**src/rtl/gpsh_pkg.sv**
```systemverilog
// Purpose: Constants and types for the GPIO strap and pin sharing block
// Assumes: APB with 32-bit data; one aligned word per register
// Notes:   Direction bit 1 means the pin is driven as an output
package gpsh_pkg;

    // ------------------------------------------------------------
    // Register byte offsets
    // ------------------------------------------------------------
    localparam logic [7:0] GPSH_OFF_PA_DATA = 8'h00;
    localparam logic [7:0] GPSH_OFF_PA_DIR  = 8'h04;
    localparam logic [7:0] GPSH_OFF_PB_DATA = 8'h08;
    localparam logic [7:0] GPSH_OFF_PB_DIR  = 8'h0c;
    localparam logic [7:0] GPSH_OFF_PD_DATA = 8'h10;
    localparam logic [7:0] GPSH_OFF_PD_DIR  = 8'h14;
    localparam logic [7:0] GPSH_OFF_PE_DATA = 8'h18;
    localparam logic [7:0] GPSH_OFF_PE_DIR  = 8'h1c;
    localparam logic [7:0] GPSH_OFF_SYSC2   = 8'h20;
    localparam logic [7:0] GPSH_OFF_LEDSEL  = 8'h24;
    localparam logic [7:0] GPSH_OFF_STRAP   = 8'h28;

    // ------------------------------------------------------------
    // Field positions and reset values
    // ------------------------------------------------------------
    localparam int         GPSH_SYSC2_CARD1 = 0;
    localparam int         GPSH_SYSC2_CARD2 = 1;
    localparam int         GPSH_LEDSEL_BIT  = 0;
    localparam int         GPSH_STRAP_DONE  = 8;
    localparam logic [7:0] GPSH_RST_BYTE    = 8'h00;
    localparam logic [2:0] GPSH_RST_PE      = 3'h0;
    localparam logic [1:0] GPSH_RST_SYSC2   = 2'h0;

    // ------------------------------------------------------------
    // Types
    // ------------------------------------------------------------
    typedef enum logic [1:0] {
        GPSH_ST_SYNC1 = 2'b00,
        GPSH_ST_SYNC2 = 2'b01,
        GPSH_ST_CAP   = 2'b10,
        GPSH_ST_DONE  = 2'b11
    } gpsh_strap_state_e;

    typedef struct packed {
        logic [3:0] lcd_id;
        logic       boot_clk_opt;
        logic       pll_mode;
        logic [1:0] boot_width;
    } gpsh_strap_s;

    localparam gpsh_strap_s GPSH_RST_STRAP = '0;

endpackage : gpsh_pkg

```
**src/rtl/gpsh_top.sv**
```systemverilog
// Purpose: GPIO ports A, B, D, E with card ready sharing, LED flasher
//          sharing and power-on strap capture, behind an APB slave
// Assumes: presetn is the power-on reset; pins are asynchronous
// Notes:   One wait state on every APB access
//
// The implementer's own choices: the APB interface to the registers and the register addresses.
`timescale 1ns/1ps
`default_nettype none
module gpsh_top
    import gpsh_pkg::*;
(
    input  wire logic        pclk,
    input  wire logic        presetn,
    input  wire logic        psel,
    input  wire logic        penable,
    input  wire logic        pwrite,
    input  wire logic [7:0]  paddr,
    input  wire logic [31:0] pwdata,
    output logic             pready,
    output logic [31:0]      prdata,
    output logic             pslverr,
    input  wire logic [7:0]  port_a_pins_in,
    output logic [7:0]       port_a_pins_out,
    output logic [7:0]       port_a_pins_oe_n,
    input  wire logic [7:0]  port_b_pins_in,
    output logic [7:0]       port_b_pins_out,
    output logic [7:0]       port_b_pins_oe_n,
    input  wire logic [7:0]  port_d_pins_in,
    output logic [7:0]       port_d_pins_out,
    output logic [7:0]       port_d_pins_oe_n,
    input  wire logic [2:0]  port_e_pins_in,
    output logic [2:0]       port_e_pins_out,
    output logic [2:0]       port_e_pins_oe_n,
    input  wire logic [3:0]  lcd_pins_in,
    output logic [3:0]       lcd_pins_out,
    output logic [3:0]       lcd_pins_oe_n,
    input  wire logic [3:0]  lcd_display_data,
    input  wire logic        led_flasher_output,
    output logic [1:0]       card_ready_input,
    output logic             port_a_card_ready,
    output logic [7:0]       keyboard_rows,
    output gpsh_strap_s      strap,
    output logic             strap_valid
);

    // ------------------------------------------------------------
    // Pin synchronisers
    // ------------------------------------------------------------
    logic [30:0] sync1_r;
    logic [30:0] sync2_r;
    wire  [30:0] pins_raw = {lcd_pins_in, port_e_pins_in, port_d_pins_in,
                             port_b_pins_in, port_a_pins_in};

    always_ff @(posedge pclk or negedge presetn) begin
        if (!presetn) begin
            sync1_r <= '0;
            sync2_r <= '0;
        end else begin
            sync1_r <= pins_raw;
            sync2_r <= sync1_r;
        end
    end

    wire [7:0] pa_s  = sync2_r[7:0];
    wire [7:0] pb_s  = sync2_r[15:8];
    wire [7:0] pd_s  = sync2_r[23:16];
    wire [2:0] pe_s  = sync2_r[26:24];
    wire [3:0] lcd_s = sync2_r[30:27];

    // ------------------------------------------------------------
    // Strap capture sequence
    // ------------------------------------------------------------
    gpsh_strap_state_e state_r;
    gpsh_strap_state_e state_nxt;
    gpsh_strap_s       strap_r;
    gpsh_strap_s       strap_nxt;
    wire               st_done = (state_r == GPSH_ST_DONE);
    wire               st_cap  = (state_r == GPSH_ST_CAP);

    always_comb begin
        state_nxt = state_r;
        unique case (state_r)
            GPSH_ST_SYNC1: state_nxt = GPSH_ST_SYNC2;
            GPSH_ST_SYNC2: state_nxt = GPSH_ST_CAP;
            GPSH_ST_CAP:   state_nxt = GPSH_ST_DONE;
            GPSH_ST_DONE:  state_nxt = GPSH_ST_DONE;
        endcase
    end

    always_comb begin
        strap_nxt = strap_r;
        if (st_cap) begin
            strap_nxt.boot_width   = pe_s[1:0];
            strap_nxt.pll_mode     = pe_s[2];
            strap_nxt.boot_clk_opt = pa_s[6];
            strap_nxt.lcd_id       = lcd_s;
        end
    end

    always_ff @(posedge pclk or negedge presetn) begin
        if (!presetn) begin
            state_r <= GPSH_ST_SYNC1;
            strap_r <= GPSH_RST_STRAP;
        end else begin
            state_r <= state_nxt;
            strap_r <= strap_nxt;
        end
    end

    // ------------------------------------------------------------
    // APB slave
    // ------------------------------------------------------------
    logic [7:0] pa_data_r, pa_dir_r, pb_data_r, pb_dir_r;
    logic [7:0] pd_data_r, pd_dir_r;
    logic [2:0] pe_data_r, pe_dir_r;
    logic [1:0] sysc2_r;
    logic       ledsel_r;
    logic       pready_r;
    logic [31:0] prdata_r;
    logic       pslverr_r;

    wire        acc_req = psel & penable & ~pready_r;
    wire        wr_ev   = psel & penable & pready_r & pwrite;
    wire        hit_pad = (paddr == GPSH_OFF_PA_DATA);
    wire        hit_par = (paddr == GPSH_OFF_PA_DIR);
    wire        hit_pbd = (paddr == GPSH_OFF_PB_DATA);
    wire        hit_pbr = (paddr == GPSH_OFF_PB_DIR);
    wire        hit_pdd = (paddr == GPSH_OFF_PD_DATA);
    wire        hit_pdr = (paddr == GPSH_OFF_PD_DIR);
    wire        hit_ped = (paddr == GPSH_OFF_PE_DATA);
    wire        hit_per = (paddr == GPSH_OFF_PE_DIR);
    wire        hit_sc2 = (paddr == GPSH_OFF_SYSC2);
    wire        hit_led = (paddr == GPSH_OFF_LEDSEL);
    wire        hit_stp = (paddr == GPSH_OFF_STRAP);
    wire        hit_any = hit_pad | hit_par | hit_pbd | hit_pbr | hit_pdd | hit_pdr
                        | hit_ped | hit_per | hit_sc2 | hit_led | hit_stp;
    wire        err_nxt = ~hit_any | (pwrite & hit_stp);

    // Data registers read back the pin level
    wire [31:0] rd_mux =
          hit_pad ? {24'h0, pa_s}
        : hit_par ? {24'h0, pa_dir_r}
        : hit_pbd ? {24'h0, pb_s}
        : hit_pbr ? {24'h0, pb_dir_r}
        : hit_pdd ? {24'h0, pd_s}
        : hit_pdr ? {24'h0, pd_dir_r}
        : hit_ped ? {29'h0, pe_s}
        : hit_per ? {29'h0, pe_dir_r}
        : hit_sc2 ? {30'h0, sysc2_r}
        : hit_led ? {31'h0, ledsel_r}
        : hit_stp ? {23'h0, st_done, strap_r}
        : 32'h0;

    always_ff @(posedge pclk or negedge presetn) begin
        if (!presetn) begin
            pready_r  <= 1'b0;
            prdata_r  <= 32'h0;
            pslverr_r <= 1'b0;
        end else begin
            pready_r  <= acc_req;
            prdata_r  <= acc_req ? rd_mux : 32'h0;
            pslverr_r <= acc_req & err_nxt;
        end
    end

    always_ff @(posedge pclk or negedge presetn) begin
        if (!presetn) begin
            pa_data_r <= GPSH_RST_BYTE;
            pa_dir_r  <= GPSH_RST_BYTE;
            pb_data_r <= GPSH_RST_BYTE;
            pb_dir_r  <= GPSH_RST_BYTE;
            pd_data_r <= GPSH_RST_BYTE;
            pd_dir_r  <= GPSH_RST_BYTE;
            pe_data_r <= GPSH_RST_PE;
            pe_dir_r  <= GPSH_RST_PE;
            sysc2_r   <= GPSH_RST_SYSC2;
            ledsel_r  <= 1'b0;
        end else if (wr_ev) begin
            if (hit_pad) pa_data_r <= pwdata[7:0];
            if (hit_par) pa_dir_r  <= pwdata[7:0];
            if (hit_pbd) pb_data_r <= pwdata[7:0];
            if (hit_pbr) pb_dir_r  <= pwdata[7:0];
            if (hit_pdd) pd_data_r <= pwdata[7:0];
            if (hit_pdr) pd_dir_r  <= pwdata[7:0];
            if (hit_ped) pe_data_r <= pwdata[2:0];
            if (hit_per) pe_dir_r  <= pwdata[2:0];
            if (hit_sc2) sysc2_r   <= pwdata[1:0];
            if (hit_led) ledsel_r  <= pwdata[GPSH_LEDSEL_BIT];
        end
    end

    // ------------------------------------------------------------
    // Pin drive and shared functions
    // ------------------------------------------------------------
    // port B GPIO
    wire [7:0] pb_oe_nxt = ~(pb_dir_r & {6'h3f, ~sysc2_r});
    wire [2:0] pe_oe_nxt = st_done ? ~pe_dir_r : 3'h7;
    // flasher on port D bit 0
    wire [7:0] pd_out_nxt = {pd_data_r[7:1], ledsel_r ? led_flasher_output : pd_data_r[0]};
    wire [7:0] pd_oe_nxt  = ~(pd_dir_r | {7'h0, ledsel_r});
    wire [3:0] lcd_oe_nxt = st_done ? 4'h0 : 4'hf;
    wire [1:0] card_nxt = sysc2_r & pb_s[1:0];

    logic [7:0] pa_out_r, pa_oe_r, pb_out_r, pb_oe_r, pd_out_r, pd_oe_r, kbd_r;
    logic [2:0] pe_out_r, pe_oe_r;
    logic [3:0] lcd_out_r, lcd_oe_r;
    logic [1:0] card_r;
    logic       pa_card_r;

    always_ff @(posedge pclk or negedge presetn) begin
        if (!presetn) begin
            pa_out_r  <= '0;
            pa_oe_r   <= 8'hff;
            pb_out_r  <= '0;
            pb_oe_r   <= 8'hff;
            pd_out_r  <= '0;
            pd_oe_r   <= 8'hff;
            pe_out_r  <= '0;
            pe_oe_r   <= 3'h7;
            lcd_out_r <= '0;
            lcd_oe_r  <= 4'hf;
            card_r    <= '0;
            pa_card_r <= 1'b0;
            kbd_r     <= '0;
        end else begin
            pa_out_r  <= pa_data_r;
            pa_oe_r   <= ~pa_dir_r;
            pb_out_r  <= pb_data_r;
            pb_oe_r   <= pb_oe_nxt;
            pd_out_r  <= pd_out_nxt;
            pd_oe_r   <= pd_oe_nxt;
            pe_out_r  <= pe_data_r;
            pe_oe_r   <= pe_oe_nxt;
            lcd_out_r <= lcd_display_data;
            lcd_oe_r  <= lcd_oe_nxt;
            card_r    <= card_nxt;
            pa_card_r <= pa_s[7];
            kbd_r     <= pa_s;
        end
    end

    assign pready            = pready_r;
    assign prdata            = prdata_r;
    assign pslverr           = pslverr_r;
    assign port_a_pins_out   = pa_out_r;
    assign port_a_pins_oe_n  = pa_oe_r;
    assign port_b_pins_out   = pb_out_r;
    assign port_b_pins_oe_n  = pb_oe_r;
    assign port_d_pins_out   = pd_out_r;
    assign port_d_pins_oe_n  = pd_oe_r;
    assign port_e_pins_out   = pe_out_r;
    assign port_e_pins_oe_n  = pe_oe_r;
    assign lcd_pins_out      = lcd_out_r;
    assign lcd_pins_oe_n     = lcd_oe_r;
    assign card_ready_input  = card_r;
    assign port_a_card_ready = pa_card_r;
    assign keyboard_rows     = kbd_r;
    assign strap             = strap_r;
    assign strap_valid       = st_done;
endmodule : gpsh_top
`default_nettype wire

```
**config.mk**
```make
export PLATFORM = sky130hd
export DESIGN_NAME = gpsh_top
export DESIGN_NICKNAME = d
export VERILOG_FILES = /design/src/rtl/gpsh_pkg.sv /design/src/rtl/gpsh_top.sv
export SDC_FILE = /design/constraint.sdc
export NUM_CORES = 1
export LEC_CHECK = 0
export ABC_CLOCK_PERIOD_IN_PS = 4300
export BUFFER_PORTS_ARGS = -buffer_cell sky130_fd_sc_hd__clkbuf_2
export CAP_MARGIN = 20
export CORE_MARGIN = 4
export CORE_UTILIZATION = 56
export CTS_CLUSTER_SIZE = 24
export DETAILED_ROUTE_END_ITERATION = 8
export GPL_ROUTABILITY_DRIVEN = 0
export PLACE_DENSITY = 0.81
export SLEW_MARGIN = 30
export SYNTH_ARGS = -nofsm -noshare
export SYNTH_HDL_FRONTEND = slang
export SYNTH_SLANG_ARGS = --single-unit
export TNS_END_PERCENT = 50
```
**constraint.sdc**
```tcl
create_clock -name pclk -period 4.3 [get_ports pclk]
set_input_delay 0 -clock pclk [delete_from_list [all_inputs] [get_ports pclk]]
set_output_delay 0 -clock pclk [all_outputs]
set_load 0.02 [all_outputs]
```
After elaboration in Yosys (flattened, before gate mapping):

Index checks and enable logic that the tools add are counted.

* equality and inequality tests: 13
* bitwise gates (word level): 27
* multiplexer cells: 16
* reduce and logical (&&, ||, !) cells: 13

Operators by type and width (number)
* $mux 9: 12
* $eq 8x5->1 const B: 4
* $eq 8x6->1 const B: 3
* $not 8->8: 3
* $reduce_and 2->1: 10
* $eq 8x4->1 const B: 2
* $or 1x1->1: 11
* $and 8x8->8: 1
* $eq 8x3->1 const B: 1
* $logic_not 8->1: 1
* $or 8x1->8: 1
* $and 1x1->1: 6
* $pmux 2 s3: 1
* $eq 2x2->1 const B: 2
* $mux 4: 1
* $mux 3: 1
* $not 3->3: 1
* $and 2x2->2: 1
* $eq 2x1->1 const B: 1
* $logic_not 2->1: 1
* $not 1->1: 2
* $not 2->2: 1
* $reduce_or 2->1: 1
* $mux 1: 1

* output and inout bits: 116
* input port bits: 81
* register bits: 213
* word-level logic and storage cells: 102

Longest topological paths before layout:

* word-level depth: 14
* mapped depth: 7
* gate-level depth less buffers: 5

Worst setup path after synthesis:

OpenSTA, ideal clock, no wires.

* path type: register -> register
* from: reg pready_r (netlist: pready)
* to: reg pa_data_r[1]
* data arrival time: 1.755 ns
* period minus slack after synthesis: 1.880 ns
* data required time: 4.175 ns
* library setup time: 0.125 ns
* buffers on the path: 0
* slack: 2.420 ns
* stages on the path, launching flop included: 5
* path through: dfrtp_1 nand4_1 or3_1 nor3_4 mux2_2

* longest elaborated chain between the ends: 3

RTL lines
* start: declaration: line gpsh_top.sv:118 `logic pready_r;`
* start signal: assignment: line gpsh_top.sv:160 `pready_r <= acc_req;`
* $and 1x1->1 (2 in series): line gpsh_top.sv:123 `wire wr_ev = psel & penable & pready_r & pwrite;`
* $reduce_and 2->1 (no line)
* end signal: assignment: line gpsh_top.sv:179 `if (hit_pad) pa_data_r <= pwdata[7:0];`
* end: declaration: line gpsh_top.sv:113 `logic [7:0] pa_data_r, pa_dir_r, pb_data_r, pb_dir_r;`

No other way between the ends.
A chain may end at the register's enable or synchronous reset.

Worst setup path after layout:

* from: reg pready_r (netlist: pready)
* to: reg pd_data_r[6]

* longest elaborated chain between the ends: 3

RTL lines
* $and 1x1->1 (2 in series): line gpsh_top.sv:123
* $reduce_and 2->1 (no line)
* end signal: assignment: line gpsh_top.sv:183 `if (hit_pdd) pd_data_r <= pwdata[7:0];`
* end: declaration: line gpsh_top.sv:114 `logic [7:0] pd_data_r, pd_dir_r;`

No other way between the ends.

==> reports/metrics.yaml <==
status: "completed"
internal-power_mw: 3.109
synth_seq_area_share_pct: 71.74
start_util_pct: 57.69
dieArea_um2: 15000
grt_pass1_vias: 4732
async_flop_share_pct: 100.0
htreeDepth: 1
grt_max_degree: 123
p_sw_share_pct: 21.58
relSlewSlack_pct: 36.77
cts_tree: "done"
whs_path_depth: 4
vias: 4564
dp_hpwl_um: 10330
powerDensity_nw_per_um2: 427.9
grt_use_total_pct: 21.72
ys_ff_latch: 209
avgSynthCellArea_um2: 14.65
p_sw_mw: 0.8553
core_um2: 12720
synth_flop_cell: "dfrtp_1"
synth_top_area_cell: "dfrtp_1"
fmax_ghz: 0.4600
pwr-share-seq_pct: 51.3
arrival_ns: 2.54
rsz0062_at_grt: "no"
clockRootBuffer: "clkbuf_16"
r2r_start: "pready$_DFF_PN0_"
synth_cell_types: 47
die_w_um: 122.5
power_frac_comb_pct: 5.4
cap_viol_max_count: 0
min_from: "penable"
wl_um: 15710
yosys_warnings: 0
p_clk_share_pct: 43.2
area_growth_pct: 26.24
hold-worst-slack_ns: 0.02501
reg2reg_depth: 4
yosys-top-cells-area: "dfrtp_1 62%, dfstp_2 10%, mux2_2 9.2%"
io_pins: 197
clk_pin_slew_ns: 0.06
num_antenna_cells: 0
synthCells: 501
drive_gt1_share_pct: 40.62
r2r_setup_slack_ns: 2.13
clk_latency_ns: 0.48
tightest_slew_ns: 0.9485
r2r_end: "pd_data_r[6]$_DFFE_PN0P_"
rows: 41
antenna_found_initial: 0
startpoint_type: "flip-flop"
fin_crit_sh_pct: 50.56
hp-class: "input port to flip-flop"
cts_made_buffers: 20
cts.sinks: 209
end_kind: "flip-flop"
yosysTopAreaCellShare_pct: 61.71
port_buffers: 149
firstDrtPassIters: 5
grt_pass1_wl_um: 25070
worstPathMaxFanout: 8
drc_errors: 0
worst-setup-path-type: "flip-flop to flip-flop"
hold_viol: 0
routed_via_density: 5.151
ir_drop_uv: 260.0
p_total_mw: 3.964
postRouteAntennaNets: 0
nets: 781
leakage_nw: 4.625
synth_common_cells: "181 x dfrtp_1, 60 x mux2_2, 28 x dfstp_2, 28 x inv_1"
cts_max_path_buffers: 3
die_h_um: 122.5
first_iter_violations: 543
cts_resized: 0
synth_edf_count: 0
grt_overflow: 0
fin_tns_setup_ns: 0
yosysMostFrequentCell: "dfrtp_1"
skew_ns: 0.005753
cp.required_ns: 4.67
wl_per_cell_um: 17.73
layout_min_cycle_time_ns: 2.174
synth_area_um2: 7340
drv_slew: 0
setup_violations: 0
whs_endpoint: "prdata[0]$_DFF_PN0_"
-- sequential cells by signal, summed over array words and instances, names as in the netlist, 4 cells and up --
name	cells
lcd_pins_out	4
port_b_pins_oe_n	8
strap	8
port_a_pins_oe_n	8
pa_dir_r	8
prdata	9
pa_data_r	8
sync2_r	31
pd_data_r	8
port_a_pins_out	8
port_d_pins_out	8
keyboard_rows	8
port_d_pins_oe_n	8
pb_data_r	8
sync1_r	31
pb_dir_r	8
pd_dir_r	8
port_b_pins_out	8
-- layer usage --
layer  up-vias  GRT usage [%]  wire, um  part of all wire (%)
met5         -              0         0                     0
met4         0          7.768       552                   3.5
met3        60          4.470      1131                   7.2
met2       231          35.76      7697                    49
met1      2228          29.06      6331                    40
li1       2045              -         -                     -
-- through the flow --
step | instance area (um^2) | util (%) | setup WS (ns) | instances
5_1_grt | 9265 | 72.83 | 2.006 | 886
3_5_place_dp | 8135 | 63.95 | 2.026 | 803
2_1_floorplan | 7422 | - | 2.420 | 523
3_3_place_gp | 8135 | 63.95 | 2.068 | 803
6_report | 9265 | 72.83 | 2.126 | 886
4_1_cts | 9264 | 72.82 | 2.142 | 886
-- critical path, stage by stage, from the launching register on --
cell and delay, ns:
dfrtp_1 0.37, nand4_1 0.29, or3_1 0.52, nor3_4 0.46, mux2_2 0.41
-- how the worst max path moves through the flow --
stage | startpoint | endpoint | slack [ns] | cells past startpoint
global route | pready$_DFF_PN0_ | pd_data_r[6]$_DFFE_PN0P_ | 2.01 | 4
finish | pready$_DFF_PN0_ | pd_data_r[6]$_DFFE_PN0P_ | 2.13 | 4
detailed placement | paddr[7] | pb_dir_r[0]$_DFFE_PN0P_ | 2.03 | 5
CTS | pready$_DFF_PN0_ | pd_data_r[2]$_DFFE_PN0P_ | 2.14 | 4
floorplan | pready$_DFF_PN0_ | pa_data_r[1]$_DFFE_PN0P_ | 2.42 | 4
global placement | paddr[7] | pb_dir_r[0]$_DFFE_PN0P_ | 2.07 | 5
-- area by class of cell --
cell class / count / area (um^2)
flip-flops and latches: 209 / 5265
multi-input cells: 243 / 1780
well taps: 172 / 215.2
repair buffers: 198 / 1241
clock buffers: 27 / 588.1
clock inverters: 9 / 70.07
inverters: 28 / 105.1
fillers: 873 / 3457
-- logic make-up (layout without fill, tap and decap cells) --
family / count (synthesis) / in the layout / synth area share, %
AO/OA/AOI/OAI: 62 / 62 / 4.995
flip-flops: 209 / 209 / 71.74
other: 1 / 23 / 0.05109
multiplexers: 73 / 73 / 11.15
buffers and inverters: 71 / 262 / 5.131
AND/OR/NAND/NOR: 85 / 85 / 6.938
-- repair_timing --
action / 4_1_cts / 5_1_grt
hold buffers: 47 / 0
setup buffers: 0 / 0
hold endpoints to repair: 201 / 0
-- power by group through the flow --
stage	logic, mW	clock network [mW]	registers, mW
floorplan	0.0823	0	2.08
global placement	0.175	0	2.07
finish	0.216	1.71	2.03
detailed placement	0.180	0	2.07
global route	0.238	1.84	2.04
CTS	0.215	1.75	2.03
-- cells in the final DEF, fill, tap and decap left out, types with 3 or more instances in the layout --
cell type      count
nor3_4             4
clkbuf_2         148
and2_1             3
a21oi_1           21
mux2i_1           12
dlygate4sd3_1     47
nor3_1             4
dfstp_2           28
dfrtp_1          181
mux2_2            60
clkinv_2           8
o21a_1             4
nand3_1            5
o21ai_0           23
nand2_1           27
clkbuf_8           4
and3_1             5
clkbuf_16         21
or2_2              3
nor2_1            12
conb_1            23
nand2b_1           5
inv_1             28
(Power assumes the default switching activity.)
